### src/design/lotu_pkg.sv
`default_nettype none
package lotu_pkg;
   // ------------------------------------------------------------
   // widths and field positions (bit 0 is the msb in these terms)
   // ------------------------------------------------------------
   localparam int unsigned WORD_W   = 32;
   localparam int unsigned HALF_W   = 16;
   localparam int unsigned BYTE_W   = 8;
   localparam int unsigned ADDR_W   = 24;
   // entry flag is printed bit 0 = vector bit 15
   localparam int unsigned ENT_FLAG = 15;
   // substitute char is printed bits 8:15 = vector bits 7:0
   localparam int unsigned CHR_HI   = 7;
   // half target is printed bits 1:15 = vector bits 14:0
   localparam int unsigned TGT_HI   = 14;
   localparam int unsigned TBL_ENTRIES = 256;
   localparam int unsigned BITARR_LOG2 = 27;

   // ------------------------------------------------------------
   // operation codes
   // ------------------------------------------------------------
   typedef enum logic [1:0] {
      LOTU_AND,
      LOTU_OR,
      LOTU_XOR
   } lotu_func_type;

   typedef enum logic [1:0] {
      LOTU_BYTE,
      LOTU_HALF,
      LOTU_FULL
   } lotu_size_type;

   localparam logic [WORD_W-1:0] WORD_ZERO = 32'h0000_0000;
   localparam logic [ADDR_W-1:0] ADDR_ZERO = 24'h00_0000;
   localparam logic [BYTE_W-1:0] BYTE_ZERO = 8'h00;
endpackage
`default_nettype wire

### src/design/lotu_boolean.sv
`default_nettype none
module lotu_boolean #(
   parameter int unsigned W = 32
) (
   // operands and function
   input  wire logic [W-1:0]            opA,
   input  wire logic [W-1:0]            opB,
   input  wire lotu_pkg::lotu_func_type func,
   // result
   output logic      [W-1:0]            result
);
   import lotu_pkg::*;

   // per-bit boolean functions
   wire [W-1:0] andBits = opA & opB;
   wire [W-1:0] orBits  = opA | opB;
   wire [W-1:0] xorBits = opA ^ opB;

   // function select
   assign result = (func == LOTU_AND) ? andBits :
                   (func == LOTU_OR)  ? orBits  : xorBits;
endmodule
`default_nettype wire

### src/design/lotu_logical_ops_translate_unit.sv
// Summary of operation
// - halfword operand sign-widened into bits 0:15
// - and, or, xor on halfword and fullword
// - each bit combined independently
// - table offset is unsigned char doubled
// - flag set: bits 8:15 replace char
// - flag clear: branch to bits 1:15 doubled
// - branch target is 16-bit, low 64kb
// - target is program address, relocatable
`default_nettype none
module lotu_logical_ops_translate_unit
   import lotu_pkg::*;
#(
   parameter int unsigned TABLE_ENTRIES = lotu_pkg::TBL_ENTRIES
) (
   // clock and reset
   input  wire logic                          core_clk,
   input  wire logic                          rst_b,
   // boolean operation request
   input  wire logic                          opValid,
   input  wire lotu_pkg::lotu_func_type       opFunc,
   input  wire lotu_pkg::lotu_size_type       opSize,
   input  wire logic [lotu_pkg::WORD_W-1:0]   regOperand,
   input  wire logic [lotu_pkg::WORD_W-1:0]   memOperand,
   // boolean result
   output logic                               resValid,
   output logic      [lotu_pkg::WORD_W-1:0]   resData,
   // translate request
   input  wire logic                          xlatValid,
   input  wire logic [lotu_pkg::BYTE_W-1:0]   xlatChar,
   input  wire logic [lotu_pkg::ADDR_W-1:0]   tableBase,
   // table fetch to memory operand path
   output logic                               tblReq,
   output logic      [lotu_pkg::ADDR_W-1:0]   tblAddr,
   input  wire logic                          tblAck,
   input  wire logic [lotu_pkg::HALF_W-1:0]   tblEntry,
   // translate result
   output logic                               xlatDone,
   output logic                               xlatBranch,
   output logic      [lotu_pkg::BYTE_W-1:0]   xlatSubst,
   output logic      [lotu_pkg::HALF_W-1:0]   xlatTarget
);
   // ------------------------------------------------------------
   // boolean datapath
   // ------------------------------------------------------------
   // bit 0 (msb) is vector bit 31; widen halfword by its sign
   // printed bit 0 is always the top bit of the vector
   wire              halfSign = memOperand[HALF_W-1];
   wire [WORD_W-1:0] halfWide =
      {{(WORD_W-HALF_W){halfSign}}, memOperand[HALF_W-1:0]};

   // byte operands take zeros above their eight bits
   wire [WORD_W-1:0] byteWide =
      {{(WORD_W-BYTE_W){1'b0}}, memOperand[BYTE_W-1:0]};

   // second operand after widening to a fullword
   wire [WORD_W-1:0] opB =
      (opSize == LOTU_HALF) ? halfWide :
      (opSize == LOTU_BYTE) ? byteWide : memOperand;

   // combined result ahead of the result register
   wire [WORD_W-1:0] boolOut;

   lotu_boolean #(.W(WORD_W)) uBool (
      .opA    (regOperand),
      .opB    (opB),
      .func   (opFunc),
      .result (boolOut)
   );

   // next values of the result registers
   logic              resValid_d;
   logic [WORD_W-1:0] resData_d;
   assign resValid_d = opValid;
   assign resData_d  = opValid ? boolOut : resData;

   // result valid pulse, one cycle after the request
   always_ff @(posedge core_clk or negedge rst_b) begin
      if (!rst_b) begin
         resValid <= 1'b0;
      end else begin
         resValid <= resValid_d;
      end
   end

   // result data; holds the last result between requests
   always_ff @(posedge core_clk or negedge rst_b) begin
      if (!rst_b) begin
         resData <= WORD_ZERO;
      end else begin
         resData <= resData_d;
      end
   end

   // ------------------------------------------------------------
   // translate sequencer
   // ------------------------------------------------------------
   // requests that arrive while busy are dropped with no sign;
   // the caller waits for the done pulse before the next one
   typedef enum logic [1:0] {
      LOTU_IDLE,
      LOTU_FETCH,
      LOTU_DONE
   } lotu_state_type;

   lotu_state_type state_q, state_d;

   // offset is unsigned char times two; index masked to table size
   wire [BYTE_W-1:0] charIdx = xlatChar &
      BYTE_W'(TABLE_ENTRIES - 1);
   wire [ADDR_W-1:0] entryOff =
      {{(ADDR_W-BYTE_W-1){1'b0}}, charIdx, 1'b0};
   wire [ADDR_W-1:0] entryAddr = tableBase + entryOff;

   // entry decode
   wire              entryIsChar = tblEntry[ENT_FLAG];
   wire [BYTE_W-1:0] entryChar   = tblEntry[CHR_HI:0];
   // 16-bit program target, relocation done downstream
   wire [HALF_W-1:0] entryTgt    = {tblEntry[TGT_HI:0], 1'b0};

   // next state
   always_comb begin
      state_d = state_q;
      case (state_q)
         LOTU_IDLE:  if (xlatValid) state_d = LOTU_FETCH;
         LOTU_FETCH: if (tblAck)    state_d = LOTU_DONE;
         LOTU_DONE:  state_d = LOTU_IDLE;
         default:    state_d = LOTU_IDLE;
      endcase
   end


   // handshake decodes
   wire takeReq  = (state_q == LOTU_IDLE) && xlatValid;
   wire takeResp = (state_q == LOTU_FETCH) && tblAck;

   // result loads by entry kind
   wire loadSubst = takeResp && entryIsChar;
   wire loadTgt   = takeResp && !entryIsChar;

   // state register
   always_ff @(posedge core_clk or negedge rst_b) begin
      if (!rst_b) begin
         state_q <= LOTU_IDLE;
      end else begin
         state_q <= state_d;
      end
   end

   // ------------------------------------------------------------
   // fetch interface
   // ------------------------------------------------------------
   // fetch request level, raised on take and dropped on the ack edge
   always_ff @(posedge core_clk or negedge rst_b) begin
      if (!rst_b) begin
         tblReq <= 1'b0;
      end else if (takeReq) begin
         tblReq <= 1'b1;
      end else if (takeResp) begin
         tblReq <= 1'b0;
      end
   end

   // fetch address, captured once so it stands until the ack
   always_ff @(posedge core_clk or negedge rst_b) begin
      if (!rst_b) begin
         tblAddr <= ADDR_ZERO;
      end else if (takeReq) begin
         tblAddr <= entryAddr;
      end
   end

   // ------------------------------------------------------------
   // translate result
   // ------------------------------------------------------------
   // done pulse, raised on the ack edge for one cycle
   always_ff @(posedge core_clk or negedge rst_b) begin
      if (!rst_b) begin
         xlatDone <= 1'b0;
      end else begin
         xlatDone <= takeResp;
      end
   end

   // branch flag for the finished translate
   always_ff @(posedge core_clk or negedge rst_b) begin
      if (!rst_b) begin
         xlatBranch <= 1'b0;
      end else if (takeResp) begin
         xlatBranch <= !entryIsChar;
      end
   end

   // substitute char; holds over branch results
   always_ff @(posedge core_clk or negedge rst_b) begin
      if (!rst_b) begin
         xlatSubst <= BYTE_ZERO;
      end else if (loadSubst) begin
         xlatSubst <= entryChar;
      end
   end

   // branch target; holds over substitute results
   always_ff @(posedge core_clk or negedge rst_b) begin
      if (!rst_b) begin
         xlatTarget <= {HALF_W{1'b0}};
      end else if (loadTgt) begin
         xlatTarget <= entryTgt;
      end
   end
endmodule
`default_nettype wire

### config.mk
export PLATFORM = sky130hd
export DESIGN_NAME = lotu_logical_ops_translate_unit
export DESIGN_NICKNAME = d
export VERILOG_FILES = /design/src/design/lotu_pkg.sv /design/src/design/lotu_boolean.sv /design/src/design/lotu_logical_ops_translate_unit.sv
export SDC_FILE = /design/constraint.sdc
export NUM_CORES = 1
export LEC_CHECK = 0
export BUFFER_PORTS_ARGS = -buffer_cell sky130_fd_sc_hd__clkbuf_2
export CAP_MARGIN = 5
export CORE_AREA = 2 2 117 119
export CTS_CLUSTER_SIZE = 40
export DETAILED_ROUTE_END_ITERATION = 10
export DIE_AREA = 0 0 119 121
export HOLD_SLACK_MARGIN = 0.1
export MAX_ROUTING_LAYER = met4
export PLACE_DENSITY = 0.86
export SETUP_SLACK_MARGIN = 0.02
export SLEW_MARGIN = 30
export SYNTH_ARGS = -nofsm -noshare
export SYNTH_HDL_FRONTEND = slang
export SYNTH_HIERARCHICAL = 1
export SYNTH_SLANG_ARGS = --single-unit
### constraint.sdc
create_clock -name core_clk -period 1.8 [get_ports core_clk]
set_input_delay 0.36 -clock core_clk [delete_from_list [all_inputs] [get_ports core_clk]]
set_output_delay 0.36 -clock core_clk [all_outputs]
set_load 0.1 [all_outputs]
* After elaboration in Yosys (flattened, before gate mapping)
Cells that the tools add are included.
Word-level totals: register bits 85, input bits 121, output and inout bits 84, logic and storage cells 37
Operators by class: $add $sub $neg 1, equality and inequality tests 5, multiplexer cells 9, bitwise logic cells 3, reductions and logical operators 10
Operators by type and width (count):
- 2-to-1 mux 32 bit | 4
- bitwise AND 32 bit | 1
- bitwise OR 32 bit | 1
- XOR 32 bit | 1
- adder 24 x 9 -> 24 bit | 1
- == test 2 x 1 -> 1 bit, second input constant | 3
- logical NOT 2 bit | 3
- logical AND 1 bit | 4
- 2-to-1 mux 2 bit | 2
- != test 2 bit, second input constant | 2
- case mux 2 bit (2 select lines) | 1
- 2-to-1 mux 1 bit | 2
- AND reduction 2 bit | 1
- nonzero test 2 bit | 1
- logical NOT 1 bit | 1

* Longest topological paths before layout
Gate-level depths: netlist of run 1.
depth after elaboration 6, depth in mapped cells 9, gate-level depth less buffers 8

* Modules after synthesis
Netlist of run 1, hierarchy kept.
Modules (own cells, without submodules):
- lotu_logical_ops_translate_unit | times used 1, cells an instance 340, area each 3941.3 um^2, sequential area each 2127.0 um^2
- lotu_boolean | times used 1, cells an instance 270, area each 2147.1 um^2, sequential area each 0.0 um^2

* Worst setup path before layout of run 1
No wires, ideal clock.
path type input-to-reg, start input port xlatChar[0] in the netlist's numbering, end register tblAddr[17] in the netlist's numbering, setup time 0.129 ns, data arrival time 2.040 ns, required time 1.671 ns, setup slack -0.369 ns, stages on the path 9, buffers on the path 1, cells stage by stage ha_1 > fa_1 > a211oi_1 > nor2_1 > a221o_1 > buf_2 > nand4_1 > xor2_1 > o21ai_1
Between the ends: cells in the longest elaborated chain, start to end 1
RTL lines:
- from (decl) | RTL line lotu_logical_ops_translate_unit.sv:30 | input wire logic [lotu_pkg::BYTE_W-1:0] xlatChar,
- adder 24 x 9 -> 24 bit | RTL line lotu_logical_ops_translate_unit.sv:113 | wire [ADDR_W-1:0] entryAddr = tableBase + entryOff;
- to (signal assigned) | RTL line lotu_logical_ops_translate_unit.sv:169 | tblAddr <= entryAddr;
- to (decl) | RTL line lotu_logical_ops_translate_unit.sv:34 | output logic [lotu_pkg::ADDR_W-1:0] tblAddr,
Every way passes these cells. A chain may end at the register's enable or synchronous reset.

* Worst setup path after layout of run 1
start input port xlatChar[0] in the netlist's numbering, end register tblAddr[13] in the netlist's numbering
Same word-level chain as after synthesis.

==> results.md, run 1 <==
* Setup crit start kind: primary input
* Most frequent cell after synthesis: dfrtp_1
* Max clock buf depth at 2
* Int Pwr at 4.62 mW
* Part of the cycle the worst path needs at 1.02
* CP required at 2.02 ns
* HP Class: primary input to flip-flop
* Crit-path leading delay family: compound AO/OA/AOI/OAI gates
* Vias at 4967
* Vias per cell at 4.92
* Wire per inst at 14.3 um
* Max VDD drop at 1.33 mV
* Worst-Margin Slew at 0.581 ns
* Sequential power share at 0.260
* Syn Inst Count at 610
* Syn nets at 804
* Core Footprint at 13100 um^2
* Global-route wire length before repair at 23.5 mm
* Clk_lat worst skew at 0.35 ns
* Chip height at 121 um
* CTS tree: yes
* Violated checks: negative setup slack
* DRC errors left at 0
* Mapped Avg Cell Area at 9.98 um^2
* # port buffers at 203
* Chip width at 119 um
* P&R area growth vs syn at 30.7%
* Max-Cap Viols at 0
* Status: complete, but fails checks
* Htree depth at 3
* # rows at 42
* Detail Placement HPWL at 11.2 mm
* Asr flop ratio synth at 1.00
* Die Area at 14400 um^2
* Seq cells post-synth at 85
* ANT nets after route at 0
* Fin. max-slew vios at 0
* Gr usage total at 0.211
* CTS root buf: clkbuf_16
* GP Congestion at 0.772
* Yosys top cell area share at 0.349
* Unique cell type count in the Yosys netlist at 43
* Share of layout cells above drive strength 1 at 0.432
* Worst-path fanout max at 8
* Pin count of the biggest net entering global routing at 65
* Critical path endpoint category: flip-flop
* YS warnings at 6
* Worst rel slew slack at 0.614
* Final hold viol count at 0
* PwrDens at 1290 nW/um^2
* CTS sink cnt at 85
* Final instance area at 7960 um^2
* CP max-delay cell: a221o_2
* Leak at 4.22 nW
* Worst path max stage delay at 0.46 ns
* Main synth FF type: dfrtp_1
* Switch share at 0.549
* Placed Area at 7570 um^2
* RSZ-0062 raised after global routing: yes
* Worst Path Buf+Inv at 1
* Highest clock rate at 543 MHz
* Post-synth EDFFs at 0
* Setup WS post-layout at -0.0412 ns
* Commonest cells in the netlist: 85 x dfrtp_1, 79 x nand2_1, 72 x ha_1
* # setup viols final at 5
* Drt first pass iters at 4
* Tmin final at 1.84 ns
* Post-synthesis cell area at 6090 um^2
* Initial drt markers at 236
* Sequential area share after synthesis at 0.349
* Final Skew at 0.00995 ns
* Grt ovf at 0
* Initial antenna violation count at 0
* Clock network power share at 0.191
* Total detailed-routing wirelength at 14.4 mm
* I/O pin count at 205
* Antenna Cells at 0
* Number of nets in the layout at 1022
* Clk slew on worst S/H paths at 0.07 ns
* NetSw at 5.63 mW
* Synth area leader: dfrtp_1
* Critical-path cell list: buf_6 -> ha_4 -> fa_2 -> a211oi_2 -> nor2_1 -> a221o_2 -> nand2_1 -> xor2_1 -> o21ai_1
* Initial cell density of the core at 0.465
* Area contributors post-synth: dfrtp_1 35%, ha_1 15%, mux2_2 10%, nand2_1 4.9%, nor2b_4 4.3%
* Fin Setup TNS at -0.117 ns
* Comb power frac at 0.549
* Via count of the first global-routing pass at 5059
* CTS Buf Count at 9
* Worst path arrival time at 2.06 ns
* Critical path type: primary input to flip-flop
-- worst register-to-register path: stages, from the launching register on --
cell and delay (ns):
dfrtp_1 0.39, nand3b_1 0.27, nor2_1 0.20, buf_4 0.20, mux2_2 0.36
-- layout by cell type, fill, tap and decap left out, drive strengths merged, types with 8 or more instances in the layout --
master,n
inv,71
xnor2,10
dfrtp,85
nand2,79
mux2,55
o31ai,8
buf,35
o21ai,21
ha,72
nand2b,25
clkbuf,209
nor2,14
xor2,10
and2,9
nor2b,58
o31a,25
-- path summary, 6_finish.rpt --
path | from | endpoint | slack [ns] | depth (start not counted)
hold / removal | tableBase[0] | tblAddr[0]$_DFFE_PN0P_ | 0.22 | 3
setup / recovery | xlatChar[0] | tblAddr[13]$_DFFE_PN0P_ | -0.04 | 9
setup reg to reg | state_q[1]$_DFFE_PN0P_ | xlatTarget[2]$_DFFE_PN0P_ | 0.26 | 4
min in group asynchronous | rst_b | resData[18]$_DFFE_PN0P_ | 0.47 | 2
hold reg to reg | state_q[1]$_DFFE_PN0P_ | state_q[0]$_DFFE_PN0P_ | 0.45 | 1
max in group asynchronous | rst_b | resData[6]$_DFFE_PN0P_ | 0.81 | 3
-- logic make-up after synthesis --
family,after synthesis,share of synthesized area
adder cells (fa/ha/maj),73,0.151
multiplexers,56,0.103
AO/OA/AOI/OAI,76,0.0970
other,1,0.000616
flip-flops,85,0.349
AND/OR/NAND/NOR,202,0.195
XOR/XNOR,20,0.0288
buffers and inverters,97,0.0742
-- cell type report --
| cell class | count | area, um^2 |
|---|---|---|
| Fill cell | 1063 | 5130 |
| Multi-Input combinational cell | 428 | 3680 |
| Sequential cell | 85 | 2130 |
| Timing Repair Buffer | 236 | 1360 |
| Inverter | 68 | 255 |
| Clock buffer | 9 | 225 |
| Tap cell | 176 | 220 |
| Clock inverter | 7 | 90.1 |
-- per-layer routing --
| metal | vias up | track usage | part of all wire |
|---|---|---|---|
| met3 | 19 | 0.0461 | 0.058 |
| met2 | 160 | 0.358 | 0.49 |
| met4 | 0 | 0.0766 | 0.020 |
| li1 | 2436 | - | - |
| met5 | - | - | 0 |
| met1 | 2352 | 0.246 | 0.43 |
-- state kept, by name, indices dropped and copies added, names as in the netlist --
signal      cells
xlatBranch      1
xlatTarget     15
tblAddr        24
state_q         2
resValid        1
xlatSubst       8
resData        32
xlatDone        1
tblReq          1
-- power groups by stage --
stage	clock network (mW)	logic, mW	registers (mW)
after floorplan	0	1.08	6.19
after global placement	0	5.55	2.67
after detailed placement	0	5.62	2.70
after CTS	2.01	5.64	2.68
after global routing	2.09	5.87	2.73
final	1.95	5.62	2.67
-- repair_timing --
item                       4_1_cts  5_1_grt
resized for setup                4        8
hold buffers                     1        0
pin swaps                        7        3
cloned                           0        0
setup endpoints to repair        8        8
buffers inserted                 2        1
hold endpoints to repair        23        0
-- metrics by stage --
stage	setup slack (ns)	power [mW]	std cells	hold WS [ns]	utilization
2_1_floorplan	-0.212	7.26	610	0.0644	-
3_3_place_gp	-0.463	8.22	989	0.307	0.579
3_5_place_dp	-0.489	8.32	989	0.311	0.579
4_1_cts	-0.0160	10.3	1008	0.215	0.605
5_1_grt	-0.114	10.7	1009	0.238	0.608
6_report	-0.0412	10.2	1009	0.223	0.608
No activity file was read; power rests on OpenSTA's default activity.
==> run 2, diff against run 1 <==
Settings changed: CORE_AREA 2 2 117 119 to 2 2 127 129, DIE_AREA 0 0 119 121 to 0 0 129 131, PLACE_DENSITY 0.86 to 0.73.
Clock period 1.8 ns to 2.3 ns, I/O delays scaled along.
==> results.md, run 2 (same netlist as run 1, synthesis figures left out) <==
* Chip height at 131 um (+8.3%)
* R2R Setup Slk at 0.78 ns (+0.52 ns)
* CP required at 2.51 ns (+0.49 ns)
* GP Congestion at 0.859 (+11%)
* Max-Cap Viols at 0 (unchanged)
* Part of the cycle the worst path needs at 0.928
* Highest clock rate at 468 MHz
* Chip width at 129 um (+8.4%)
* Core Footprint at 15600 um^2 (+19%)
* P&R area growth vs syn at 25.9%
* Reg-to-Reg Start: state_q[1]$_DFFE_PN0P_
* Via count of the first global-routing pass at 4609 (-8.9%)
* Number of nets in the layout at 1006 (-1.6%)
* # rows at 46 (+9.5%)
* Clk_lat worst skew at 0.35 ns (about the same)
* Pin count of the biggest net entering global routing at 65 (unchanged)
* Fin Setup TNS at 0 ns (+0.117 ns)
* Initial cell density of the core at 0.390 (-0.0749)
* Critical path type: primary input to flip-flop
* Detail Placement HPWL at 10.5 mm (-6.1%)
* Grt ovf at 0 (unchanged)
* CTS root buf: clkbuf_16
* Initial antenna violation count at 0 (unchanged)
* Share of layout cells above drive strength 1 at 0.394 (-0.0380)
* RSZ-0062 raised after global routing: no
* Initial drt markers at 172 (-27%)
* Gr usage total at 0.171 (-0.0399)
* Worst-path fanout max at 8 (unchanged)
* PwrDens at 1030 nW/um^2 (-20%)
* Leak at 4.08 nW (-3.3%)
* Final Skew at 0.00907 ns (-0.000882 ns)
* I/O pin count at 205 (unchanged)
* Drt first pass iters at 4 (unchanged)
* Worst path arrival time at 2.34 ns (+0.28 ns)
* Worst hold path startpoint: tableBase[0]
* HP Class: primary input to flip-flop
* Max VDD drop at 1.12 mV (-16%)
* # setup viols final at 0 (-5)
* Post-CTS Setup Repair Bufs at 0 (-2)
* # port buffers at 203 (unchanged)
* CTS Buf Count at 9 (unchanged)
* Worst-Margin Slew at 0.586 ns (+0.00470 ns)
* Worst rel slew slack at 0.611 (-0.00312)
* ANT nets after route at 0 (unchanged)
* Wire per inst at 13.3 um (-7.0%)
* Global-route wire length before repair at 22.2 mm (-5.7%)
* Vias per cell at 4.65 (-5.6%)
* Commonest non-fill, non-tap cell in the layout: clkbuf_2
* Antenna Cells at 0 (unchanged)
* DRC errors left at 0 (unchanged)
* Setup crit start kind: primary input
* Top flop regs: resData (32), tblAddr (24), xlatTarget (15)
* Tmin final at 2.13 ns
* Design Power at 7.92 mW (-23%)
* Reg with most FFs: resData
* Final hold viol count at 0 (unchanged)
* CTS sink cnt at 85 (unchanged)
* Die Area at 16900 um^2 (+17%)
* CTS tree: yes
* Htree depth at 3 (unchanged)
* Total detailed-routing wirelength at 13.7 mm (-4.8%)
* Critical path endpoint category: flip-flop
* Fin. max-slew vios at 0 (unchanged)
* Worst hold margin at 0.307 ns (+0.0836 ns)
* Vias at 4802 (-3.3%)
* Status: complete, no violations
* Max reg flops at 32 (unchanged)
* Clk slew on worst S/H paths at 0.06 ns (about the same)
* Max clock buf depth at 2 (unchanged)
* Most frequent cells in the layout: 202 x clkbuf_2, 85 x dfrtp_1, 79 x nand2_1
* Worst setup path startpoint: xlatChar[0]
## run 2: changes by cell type in the layout (fill, tap and decap cells not counted), sizes merged
cell and change:
clkinvlp -2, inv +1, buf -18, clkbuf +3
## run 2: area by class of cell
type,count,area (um^2)
Timing Repair Buffer,220,1190
Multi-Input combinational cell,428,3510
Clock inverter,6,76.3
Clock buffer,10,239
Inverter,68,255
Sequential cell,85,2130
Tap cell,216,270
Fill cell,1507,7930
## run 2: worst max-delay path, cell delays in order
cell      delay (ns)
clkbuf_2        0.08
ha_1            0.22
fa_2            0.38
a211oi_1        0.25
nor2_1          0.10
a221o_2         0.46
nand4_1         0.15
xor2_1          0.15
o21ai_0         0.09
## run 2: what timing repair did
| item | 4_1_cts | 5_1_grt |
|---|---|---|
| setup endpoints to repair | 0 | 3 |
| resized for setup | 0 | 2 |
| endpoints found under the hold margin | 31 | 0 |
| hold buffers | 1 | 0 |
## run 2: power breakdown
| part | total (mW) | internal, mW | switching [mW] |
|---|---|---|---|
| sequential | 2.08 | 1.87 | 0.205 |
| combinational | 4.30 | 0.803 | 3.49 |
| clock | 1.55 | 0.893 | 0.654 |
## run 2: metrics by stage
step	cell area (um^2)	std cells	util	setup WS [ns]
final	7670	1033	0.492	0.165
after global routing	7670	1033	0.492	0.0382
after CTS	7660	1033	0.491	0.103
after detailed placement	7340	1016	0.470	-0.247
after global placement	7340	1016	0.470	-0.196
after floorplan	6090	610	-	0.0312
## run 2: worst paths after layout
check                                                  to  depth (start not counted)
worst max-delay path              tblAddr[21]$_DFFE_PN0P_                          9
worst min-delay path               tblAddr[0]$_DFFE_PN0P_                          3
worst max register to register  xlatTarget[7]$_DFFE_PN0P_                          4
worst min register to register     state_q[0]$_DFFE_PN0P_                          1
max in group asynchronous         resData[29]$_DFFE_PN0P_                          3
min in group asynchronous         tblAddr[18]$_DFFE_PN0P_                          2
## run 2: per-layer routing
metal / share of wire / routed length [um] / GRT usage
met5: 0 / 0 / -
met2: 0.47 / 6420 / 0.273
met3: 0.084 / 1160 / 0.0590
met1: 0.44 / 5990 / 0.208
met4: 0.011 / 145 / 0.0403
